## config.mk

```make
export PLATFORM = sky130hd
export DESIGN_NAME = timer_control
export DESIGN_NICKNAME = d
export VERILOG_FILES = /design/src/rtl/timer_pkg.sv /design/src/rtl/prescale_if.sv /design/src/rtl/timer_control.sv /design/src/rtl/clock_divider.sv
export VERILOG_INCLUDE_DIRS = /design/src /design/src/rtl
export SDC_FILE = /design/constraint.sdc
export NUM_CORES = 1
export LEC_CHECK = 0
export BUFFER_PORTS_ARGS = -buffer_cell sky130_fd_sc_hd__buf_2
export CAP_MARGIN = 5
export CORE_UTILIZATION = 30
export DETAILED_ROUTE_END_ITERATION = 10
export HOLD_SLACK_MARGIN = 0.03
export PLACE_DENSITY = 0.57
export SYNTH_ARGS = -nofsm -noshare
export SYNTH_HDL_FRONTEND = slang
export SYNTH_SLANG_ARGS = --single-unit
```

## constraint.sdc

```tcl
create_clock -name REF_CLK -period 3.62 [get_ports REF_CLK]
set_clock_uncertainty 0.2 [all_clocks]
set_input_delay 0.181 -clock REF_CLK [delete_from_list [all_inputs] [get_ports REF_CLK]]
set_output_delay 0.181 -clock REF_CLK [all_outputs]
set_load 0.005 [all_outputs]
```

## src/rtl/timer_cfg.svh

```systemverilog
// Offsets, field positions, codes and reset values of the timer control block
// What this block does
// [RQ1] Run-in-standby one keeps the timer running in standby; zero halts it there.
// [RQ2] Prescaler select codes 0..7 divide by 1, 2, 4, 8, 16, 64, 256, 1024.
// [RQ3] Control A bit zero enables the timer; zero keeps it disabled.
// [RQ4] In frequency and PWM modes an output enable routes the waveform to its pin.
// [RQ5] Auto-lock holds lock update high until all enabled compare buffers are valid.
// [RQ6] Under auto-lock, the next update loads the buffers and sets lock update again.
// [RQ7] Modes 0 and 1: TOP from period or compare 0, update and overflow at TOP. The code gives them at TOP only while counting up, none counting down.
// [RQ8] Mode 3 single slope; modes 5, 6, 7 dual slope; codes 2 and 4 reserved.
// [RQ9] Normal mode drives no waveform; otherwise a pin needs its output enable.
// [RQ10] Software must make the port pin an output to see the waveform.
// [RQ11] While disabled, output value writes set or clear the waveform outputs directly.
// [RQ12] Direct values reach a pad only when enabled; the logic-block path bypasses enables.
// [RQ13] Split-mode bit makes the unit two independent 8-bit timers.
// [RQ14] Writing one to a clear-type register clears that underlying bit.
// [RQ15] Writing one to a set-type register sets that underlying bit.
// [RQ16] Command 0 nothing, 1 forced update, 2 forced restart; reads as zero.
// [RQ17] Command 3 hard-resets the timer only while it is disabled.
// [RQ18] Lock update zero lets updates load buffers; one blocks them.
// [RQ19] A commanded update loads buffers even while lock update is one.
// [RQ20] Direction zero counts up, one counts down.
// [RQ21] Hardware and software may both drive the direction bit.
// [RQ22] A compare buffer-valid flag sets on buffer write, clears on update.
// [RQ23] The period buffer-valid flag sets on buffer write, clears on update.
// [RQ24] Set and clear registers read the shared bits; command reads zero.
`ifndef TIMER_CFG_SVH
`define TIMER_CFG_SVH
`define APB_ADDR_WIDTH 8
// Register indices; byte address is four times the index
`define IDX_CONTROL_A 3'h0
`define IDX_CONTROL_B 3'h1
`define IDX_OUTPUT_VALUE 3'h2
`define IDX_SPLIT 3'h3
`define IDX_CONTROL_E_CLEAR 3'h4
`define IDX_CONTROL_E_SET 3'h5
`define IDX_BUFFER_VALID_CLEAR 3'h6
`define IDX_BUFFER_VALID_SET 3'h7
`define RESET_BYTE 8'h00
// Field positions
`define BIT_ENABLE 0
`define BIT_RUN_IN_STANDBY 7
`define BIT_AUTO_LOCK 3
`define BIT_DIR 0
`define BIT_LOCK 1
// Command codes
`define CMD_NONE 2'h0
`define CMD_UPDATE 2'h1
`define CMD_RESTART 2'h2
`define CMD_RESET 2'h3
// Waveform mode codes
`define MODE_NORMAL 3'h0
`define MODE_FREQUENCY 3'h1
`define MODE_SINGLE_SLOPE 3'h3
`define MODE_DUAL_TOP 3'h5
`define MODE_DUAL_BOTH 3'h6
`define MODE_DUAL_BOTTOM 3'h7
// Prescaler masks: tick when the low counter bits are all ones
`define DIV1_MASK 10'h000
`define DIV2_MASK 10'h001
`define DIV4_MASK 10'h003
`define DIV8_MASK 10'h007
`define DIV16_MASK 10'h00F
`define DIV64_MASK 10'h03F
`define DIV256_MASK 10'h0FF
`define DIV1024_MASK 10'h3FF
`endif

```

## src/rtl/timer_pkg.sv

```systemverilog
// Types shared by the timer control block
package timer_pkg;
   typedef logic [2:0] wave_mode_type;
   typedef struct packed {
      logic [9:0] count;
      logic tick;
   } prescale_state_type;
   typedef struct packed {
      logic [31:0] prdata;
      logic pready;
      logic pslverr;
      logic run_in_standby;
      logic [2:0] prescaler_select;
      logic enable;
      logic [2:0] compare_output_enable;
      logic auto_lock_update;
      wave_mode_type waveform_mode;
      logic [2:0] compare_output_value;
      logic split_mode_enable;
      logic lock_update;
      logic count_down;
      logic [2:0] compare_buffer_valid;
      logic length_buffer_valid;
      logic [2:0] wave_value;
      logic [2:0] pin_oe;
      logic top_from_compare0;
      logic count_tick;
      logic count_run;
      logic update_load;
      logic restart;
      logic hard_reset;
      logic overflow;
   } control_state_type;
endpackage : timer_pkg

```

## src/rtl/prescale_if.sv

```systemverilog
// Link between the timer control and its clock divider
`timescale 1ns/1ps
interface prescale_if;
   logic run;
   logic clear;
   logic [2:0] select;
   logic tick;
   modport control (output run, output clear, output select, input tick);
   modport divider (input run, input clear, input select, output tick);
endinterface : prescale_if

```

## src/rtl/timer_control.sv

```systemverilog
// Control, mode and command logic of the 16-bit timer with its APB register file
//
// Design decision made here: the APB slave port.
`timescale 1ns/1ps
`include "timer_cfg.svh"
module timer_control
   import timer_pkg::*;
(
   // Clock and reset
   input wire logic REF_CLK,
   input wire logic NRST,
   // APB slave
   input wire logic PSEL,
   input wire logic PENABLE,
   input wire logic PWRITE,
   input wire logic [`APB_ADDR_WIDTH-1:0] PADDR,
   input wire logic [31:0] PWDATA,
   output logic [31:0] PRDATA,
   output logic PREADY,
   output logic PSLVERR,
   // Power state
   input wire logic STANDBY_SLEEP,
   // Counter status and buffer writes
   input wire logic COUNT_AT_TOP,
   input wire logic COUNT_AT_BOTTOM,
   input wire logic LENGTH_BUFFER_WRITE,
   input wire logic [2:0] COMPARE_BUFFER_WRITE,
   // Direction from event actions
   input wire logic EVENT_DIR_LOAD,
   input wire logic EVENT_DIR,
   // Waveform generator value while running
   input wire logic [2:0] WAVE_GEN,
   // Counter control
   output logic COUNT_RUN,
   output logic COUNT_TICK,
   output logic COUNT_DOWN,
   output logic TOP_FROM_COMPARE0,
   output logic SPLIT_MODE,
   output logic UPDATE_LOAD,
   output logic RESTART_PULSE,
   output logic HARD_RESET_PULSE,
   output logic OVERFLOW_PULSE,
   output logic LOCK_UPDATE,
   // Waveform outputs
   output logic [2:0] WAVE_PIN,
   output logic [2:0] WAVE_PIN_OE,
   output logic [2:0] WAVE_LOGIC
);
   control_state_type s;
   control_state_type n;
   prescale_if pre ();

   logic setup;
   logic write;
   logic hit;
   logic [2:0] index;
   logic [7:0] wdata;
   logic [7:0] rdata;
   logic [1:0] command;
   logic hw_update;
   logic hw_overflow;
   logic cmd_update;
   logic load;
   logic all_valid;
   logic dual_slope;
   logic waveform_mode_on;

   // Divider producing the counting rate
   clock_divider divider (
      .clk(REF_CLK),
      .nrst(NRST),
      .pre(pre)
   );

   // Divider runs only while enabled and not halted by standby
   assign pre.run = s.count_run;
   assign pre.select = s.prescaler_select;
   assign pre.clear = s.restart | s.hard_reset;

   // Address decode: word aligned, index in bits 4:2, upper bits zero
   always_comb begin
      index = PADDR[4:2];
      hit = (PADDR[1:0] == 2'h0) && (PADDR[`APB_ADDR_WIDTH-1:5] == '0);
      setup = PSEL && !PENABLE;
      write = PSEL && PENABLE && PWRITE && s.pready && hit;
      wdata = PWDATA[7:0];
   end

   // Read mux; set and clear views show the shared bits
   always_comb begin
      rdata = `RESET_BYTE;
      case (index)
         `IDX_CONTROL_A: begin
            rdata = {s.run_in_standby, 3'h0, s.prescaler_select, s.enable};
         end
         `IDX_CONTROL_B: begin
            rdata = {1'b0, s.compare_output_enable, s.auto_lock_update, s.waveform_mode};
         end
         `IDX_OUTPUT_VALUE: begin
            rdata = {5'h00, s.compare_output_value};
         end
         `IDX_SPLIT: begin
            rdata = {7'h00, s.split_mode_enable};
         end
         `IDX_CONTROL_E_CLEAR, `IDX_CONTROL_E_SET: begin
            rdata = {4'h0, `CMD_NONE, s.lock_update, s.count_down}; // [RQ16] [RQ24]
         end
         default: begin
            rdata = {4'h0, s.compare_buffer_valid, s.length_buffer_valid}; // [RQ24]
         end
      endcase
   end

   // Update and overflow moments per waveform mode
   always_comb begin
      hw_update = 1'b0;
      hw_overflow = 1'b0;
      dual_slope = 1'b0;
      waveform_mode_on = 1'b0;
      case (s.waveform_mode)
         `MODE_NORMAL: begin
            hw_update = COUNT_AT_TOP && !s.count_down; // [RQ7]
            hw_overflow = COUNT_AT_TOP && !s.count_down;
         end
         `MODE_FREQUENCY: begin
            hw_update = COUNT_AT_TOP && !s.count_down; // [RQ7]
            hw_overflow = COUNT_AT_TOP && !s.count_down;
            waveform_mode_on = 1'b1;
         end
         `MODE_SINGLE_SLOPE: begin
            hw_update = COUNT_AT_BOTTOM; // [RQ8]
            hw_overflow = COUNT_AT_BOTTOM;
            waveform_mode_on = 1'b1;
         end
         `MODE_DUAL_TOP: begin
            hw_update = COUNT_AT_BOTTOM; // [RQ8]
            hw_overflow = COUNT_AT_TOP;
            dual_slope = 1'b1;
            waveform_mode_on = 1'b1;
         end
         `MODE_DUAL_BOTH: begin
            hw_update = COUNT_AT_BOTTOM; // [RQ8]
            hw_overflow = COUNT_AT_TOP || COUNT_AT_BOTTOM;
            dual_slope = 1'b1;
            waveform_mode_on = 1'b1;
         end
         `MODE_DUAL_BOTTOM: begin
            hw_update = COUNT_AT_BOTTOM; // [RQ8]
            hw_overflow = COUNT_AT_BOTTOM;
            dual_slope = 1'b1;
            waveform_mode_on = 1'b1;
         end
         default: begin
            // Reserved codes: no update, no overflow, no waveform
            hw_update = 1'b0; // [RQ8]
         end
      endcase
   end

   // Command written through either control E view
   always_comb begin
      command = `CMD_NONE;
      if (write && (index == `IDX_CONTROL_E_CLEAR || index == `IDX_CONTROL_E_SET)) begin
         command = wdata[3:2];
      end
      cmd_update = (command == `CMD_UPDATE); // [RQ16]
      load = (hw_update && !s.lock_update) || cmd_update; // [RQ18] [RQ19]
      all_valid = &(s.compare_buffer_valid | ~s.compare_output_enable);
   end

   // Next state
   always_comb begin
      n = s;
      // APB: answer ready one cycle after setup, then drop it
      n.pready = setup;
      n.pslverr = setup && !hit;
      n.prdata = (setup && hit && !PWRITE) ? {24'h000000, rdata} : 32'h00000000;
      // Plain read-write registers
      if (write && index == `IDX_CONTROL_A) begin
         n.run_in_standby = wdata[`BIT_RUN_IN_STANDBY]; // [RQ1]
         n.prescaler_select = wdata[3:1]; // [RQ2]
         n.enable = wdata[`BIT_ENABLE]; // [RQ3]
      end
      if (write && index == `IDX_CONTROL_B) begin
         n.compare_output_enable = wdata[6:4];
         n.auto_lock_update = wdata[`BIT_AUTO_LOCK];
         n.waveform_mode = wdata[2:0];
      end
      if (write && index == `IDX_OUTPUT_VALUE) begin
         n.compare_output_value = wdata[2:0];
      end
      if (write && index == `IDX_SPLIT) begin
         n.split_mode_enable = wdata[0]; // [RQ13]
      end
      // Direction: hardware turn points, then events, then software
      if (dual_slope && COUNT_AT_TOP) begin
         n.count_down = 1'b1; // [RQ21]
      end else if (dual_slope && COUNT_AT_BOTTOM) begin
         n.count_down = 1'b0; // [RQ21]
      end
      if (EVENT_DIR_LOAD) begin
         n.count_down = EVENT_DIR; // [RQ21]
      end
      // Control E clear and set views
      if (write && index == `IDX_CONTROL_E_CLEAR) begin
         n.lock_update = s.lock_update & ~wdata[`BIT_LOCK]; // [RQ14]
         n.count_down = n.count_down & ~wdata[`BIT_DIR]; // [RQ14] [RQ21]
      end
      if (write && index == `IDX_CONTROL_E_SET) begin
         n.lock_update = s.lock_update | wdata[`BIT_LOCK]; // [RQ15]
         n.count_down = n.count_down | wdata[`BIT_DIR]; // [RQ15] [RQ21]
      end
      // Auto-lock: lock on enabling, release when all enabled compare buffers valid, relock on load
      if (write && index == `IDX_CONTROL_B && wdata[`BIT_AUTO_LOCK] && !s.auto_lock_update) begin
         n.lock_update = 1'b1; // [RQ5]
      end else if (s.auto_lock_update) begin
         if (load) begin
            n.lock_update = 1'b1; // [RQ6]
         end else if (s.lock_update && all_valid) begin
            n.lock_update = 1'b0; // [RQ5]
         end
      end
      // Buffer-valid flags: a load clears, writes set, and a set wins
      if (load) begin
         n.compare_buffer_valid = 3'h0; // [RQ22]
         n.length_buffer_valid = 1'b0; // [RQ23]
      end
      if (write && index == `IDX_BUFFER_VALID_CLEAR) begin
         n.compare_buffer_valid = n.compare_buffer_valid & ~wdata[3:1]; // [RQ14]
         n.length_buffer_valid = n.length_buffer_valid & ~wdata[0]; // [RQ14]
      end
      if (write && index == `IDX_BUFFER_VALID_SET) begin
         n.compare_buffer_valid = n.compare_buffer_valid | wdata[3:1]; // [RQ15]
         n.length_buffer_valid = n.length_buffer_valid | wdata[0]; // [RQ15]
      end
      n.compare_buffer_valid = n.compare_buffer_valid | COMPARE_BUFFER_WRITE; // [RQ22]
      n.length_buffer_valid = n.length_buffer_valid | LENGTH_BUFFER_WRITE; // [RQ23]
      // Waveform value: generator while running, direct value while stopped
      if (s.enable) begin
         n.wave_value = WAVE_GEN;
      end else if (write && index == `IDX_OUTPUT_VALUE) begin
         n.wave_value = wdata[2:0]; // [RQ11]
      end
      // Pad drive only in waveform modes with the channel enabled
      // Mode and enables come from the same registered copy, so a stale pairing never drives a pad
      n.pin_oe = waveform_mode_on ? s.compare_output_enable : 3'h0; // [RQ4] [RQ9] [RQ12]
      n.top_from_compare0 = (n.waveform_mode == `MODE_FREQUENCY); // [RQ7]
      // Counting runs when enabled, unless standby halts it
      n.count_run = n.enable && (!STANDBY_SLEEP || n.run_in_standby); // [RQ1] [RQ3]
      n.count_tick = pre.tick && s.count_run;
      // Event pulses
      n.update_load = load; // [RQ18] [RQ19]
      n.overflow = hw_overflow;
      n.restart = (command == `CMD_RESTART); // [RQ16]
      n.hard_reset = (command == `CMD_RESET) && !s.enable; // [RQ17]
      // Hard reset returns the timer state to reset values; control is kept
      if (n.hard_reset) begin
         n.lock_update = 1'b0; // [RQ17]
         n.count_down = 1'b0;
         n.compare_buffer_valid = 3'h0;
         n.length_buffer_valid = 1'b0;
         n.wave_value = 3'h0;
      end
   end

   // State register
   always_ff @(posedge REF_CLK) begin
      if (!NRST) begin
         s <= '0;
      end else begin
         s <= n;
      end
   end

   // Outputs come straight from the state flops
   assign PRDATA = s.prdata;
   assign PREADY = s.pready;
   assign PSLVERR = s.pslverr;
   assign COUNT_RUN = s.count_run;
   assign COUNT_TICK = s.count_tick;
   assign COUNT_DOWN = s.count_down; // [RQ20]
   assign TOP_FROM_COMPARE0 = s.top_from_compare0;
   assign SPLIT_MODE = s.split_mode_enable;
   assign UPDATE_LOAD = s.update_load;
   assign RESTART_PULSE = s.restart;
   assign HARD_RESET_PULSE = s.hard_reset;
   assign OVERFLOW_PULSE = s.overflow;
   assign LOCK_UPDATE = s.lock_update;
   // Pad path gated by enables; logic-block path bypasses them
   assign WAVE_PIN = s.wave_value; // [RQ12]
   assign WAVE_PIN_OE = s.pin_oe; // [RQ10]
   assign WAVE_LOGIC = s.wave_value; // [RQ12]
endmodule : timer_control

```

## src/rtl/clock_divider.sv

```systemverilog
// Prescaler producing the counting tick from the peripheral clock
`timescale 1ns/1ps
`include "timer_cfg.svh"
module clock_divider
   import timer_pkg::*;
(
   // Clock and reset
   input wire logic clk,
   input wire logic nrst,
   // Control side
   prescale_if.divider pre
);
   prescale_state_type s;
   prescale_state_type n;
   logic [9:0] mask;

   // Select the division mask and advance the free count while running
   always_comb begin
      n = s;
      case (pre.select)
         3'h0: mask = `DIV1_MASK; // [RQ2]
         3'h1: mask = `DIV2_MASK;
         3'h2: mask = `DIV4_MASK;
         3'h3: mask = `DIV8_MASK;
         3'h4: mask = `DIV16_MASK;
         3'h5: mask = `DIV64_MASK;
         3'h6: mask = `DIV256_MASK;
         default: mask = `DIV1024_MASK;
      endcase
      if (pre.clear || !pre.run) begin
         // A halted divider restarts its phase so the first period is whole
         n.count = 10'h000;
         n.tick = 1'b0;
      end else begin
         n.count = s.count + 10'h001;
         n.tick = ((s.count & mask) == mask); // [RQ2]
      end
   end

   // State register
   always_ff @(posedge clk) begin
      if (!nrst) begin
         s <= '0;
      end else begin
         s <= n;
      end
   end

   assign pre.tick = s.tick;
endmodule : clock_divider

```

==> flow_metrics.py <==
metrics = {
    "outcome": {
        "outcome": "completed",
    },
    "worst_setup_path": {
        "crit_fanout": 8,
        "worst_ep_required_time_ns": 3.64,
        "critPathKind": "in -> reg",
        "cp_data_arrival_time_ns": 2.49,
        "cp-end-kind": "flop",
        "startpoint_type": "input pin",
        "r2r_cells": 4,
    },
    "clock_network": {
        "cts.htree.levels": 2,
        "numCtsBuffers": 5,
        "cts_tree": "yes",
        "cts_buffer_depth": 2,
        "clock_latency_ns": 0.32,
        "cts-root-buf": "clkbuf_8",
        "clk_pin_slew_ns": 0.11,
        "cts_sinks": 56,
        "cts_resized": 0,
    },
    "grt": {
        "grt_pass1_vias": 2224,
        "grt_pass1_wl_um": 11200,
        "grt_max_degree": 24,
        "grt_use_total_pct": 14.2,
        "grt.overflow.total": 0,
        "antenna_found_initial": 0,
    },
    "floorplanning": {
        "row_count": 35,
        "core-area_sq_um": 9370,
        "die_height_um": 101,
        "initial_core_util_pct": 31.3,
        "dieArea_sq_um": 10200,
        "die_width_um": 101,
        "ios": 110,
    },
    "run": {
        "maxCapViolCount": 0,
    },
    "place": {
        "place.port_buffers": 61,
        "gp_congestion": 0.785,
        "dpl.hpwl_um": 5090,
        "post-place-ws_ns": 1.30,
        "dp_cells": 487,
    },
    "detailed_routing": {
        "drt_iter0_markers": 132,
        "num_vias": 2466,
        "ant_nets": 0,
        "vias_per_cell": 4.77,
        "totalWireLength_um": 7160,
        "wl_per_cell_um": 13.8,
        "first_pass_iters": 4,
        "drc_errors": 0,
    },
    "synthesis": {
        "synth_cell_type_count": 57,
        "synth_edf_count": 0,
        "yosysSeqAreaShare_pct": 38.2,
        "ys_ff_latch": 56,
        "synth_area_sq_um": 2930,
        "synthFlopType": "dfxtp_1",
        "synthCells": 334,
        "synthArstFlopShare_pct": 0,
        "yosysWarnings": 0,
        "syn_area_per_cell_sq_um": 8.78,
    },
    "timing": {
        "period_share_pct": 68.3,
        "tns_ns": 0,
        "finalHoldViolCount": 0,
        "drv_slew": 0,
        "tightestPinTransition_ns": 0.797,
        "fmax_mhz": 404,
        "worst_slack_ns": 1.15,
        "setup-violations-final": 0,
        "rsz0062_at_grt": "false",
        "holdWs_ns": 0.0507,
        "relSlewSlack_pct": 46.5,
        "final.min_clock_period_ns": 2.47,
    },
    "final_layout": {
        "final_cell_mix": "buf_2 (61), dfxtp_1 (56), nor2_1 (36)",
        "diodes": 0,
        "final_nets": 445,
        "layout_commonest_cell": "buf_2",
        "final_cells": 517,
        "drive_gt1_share_pct": 21.1,
        "syn_to_final_growth_pct": 16.4,
    },
    "pwr": {
        "power_w": 0.00112,
        "p_comb_share_pct": 9.9,
        "power.leakage_nw": 1.45,
        "power.share.clock_pct": 33.9,
        "internal_power_w": 0.000814,
        "powerDensity_nw_per_um2": 327,
        "net-switching-power_w": 0.000303,
        "ir_drop_v": 0.000146,
        "swShare_pct": 27.2,
        "seqPwrFrac_pct": 56.2,
    },
    "min_path": {
        "min_path_type": "in -> reg",
        "hold_path_depth": 3,
    },
}
Yosys cell counts (3+ instances only):
cell type   n  area share [%]
nand4_1     9             1.9
buf_4      41              10
nand4b_1    4             1.2
nor2_1     36             4.6
dfxtp_1    56              38
and2_1      7             1.5
nor2b_1     7             1.5
xnor2_1     3            0.90
and4_1      3            0.90
inv_1       9             1.2
nor3_1      6             1.0
xor2_1      5             1.5
nand2_1    10             1.3
o211ai_1    8             2.0
mux2i_1    22             7.5
nand3_1    11             1.9
or4_1       3            0.77
a211oi_1    4             1.0
clkbuf_1   17             2.2
or3_1       4            0.85
o41a_2      4             1.7
o21ai_0     7             1.2
a21oi_1    18             3.1
state kept, by name, indices dropped and copies added, names as in the netlist, 3 cells and up:
name,flops
s,16
divider.s,10
PRDATA,8
WAVE_LOGIC,3
WAVE_PIN_OE,3
pre.select,3
stage by stage:
step / utilization [%] / cell area, sq um
5_1_grt: 36.4 / 3420
3_5_place_dp: 33.1 / 3100
2_1_floorplan: - / 3020
3_3_place_gp: 33.1 / 3100
4_1_cts: 36.4 / 3420
6_report: 36.4 / 3420
worst paths after layout:
path / startpoint / to / slack [ns]
setup / recovery: PADDR[6] / PSLVERR$_SDFF_PN0_ / 1.15
hold reg to reg: divider.pre.tick$_SDFF_PP0_ / COUNT_TICK$_SDFF_PN0_ / 0.27
hold / removal: PWDATA[1] / s[24]$_SDFF_PN0_ / 0.05
setup reg to reg: PREADY$_SDFF_PN0_ / COUNT_DOWN$_SDFF_PP0_ / 1.44
repair_timing:
item,4_1_cts,5_1_grt
hold buffers,22,0
hold endpoints to repair,19,0
setup buffers,0,0
cells by family (layout without fill, tap and decap cells):
| family | Yosys count | after routing | synth area share [%] |
|---|---|---|---|
| and+or+nand+nor | 117 | 117 | 22.4 |
| buffers and inverters | 69 | 100 | 14.4 |
| AOI/OAI and AO/OA | 59 | 59 | 14.2 |
| DFF | 56 | 56 | 38.2 |
| muxes | 23 | 23 | 7.89 |
| xor gates and xnor gates | 8 | 8 | 2.39 |
| adders and majority gates | 1 | 1 | 0.426 |
| other | 1 | 24 | 0.128 |
routing by layer:
metal	up-vias	wire length [um]	global-route usage [%]	share of wire (%)
li1	1229	-	-	-
met1	1140	3420	18.9	48
met2	90	3210	22.8	45
met3	7	449	3.61	6.3
met4	0	80	3.90	1.1
met5	-	0	0	0
critical path: stages:
cell           delay (ns)
dlygate4sd3_1        0.53
buf_2                0.13
nor3_2               0.40
dlygate4sd3_1        0.63
a21oi_1              0.06
dlygate4sd3_1        0.57
power by group through the flow:
stage / logic, W / registers (W) / clock network, W
final: 0.000111 / 0.000628 / 0.000379
after floorplan: 0.0000748 / 0.000640 / 0
after global routing: 0.000121 / 0.000629 / 0.000417
after detailed placement: 0.0000925 / 0.000642 / 0
after CTS: 0.000110 / 0.000628 / 0.000388
after global placement: 0.0000910 / 0.000641 / 0
final cells by class:
class | instances | area, sq um
multi-input cells | 232 | 1480
clock inverters | 3 | 27.5
flip-flops and latches | 56 | 1120
fillers | 1034 | 5960
inverters | 9 | 33.8
clock buffers | 5 | 68.8
repair buffers | 83 | 526
well taps | 129 | 161
Note: power is estimated with default switching activity, not from simulation.
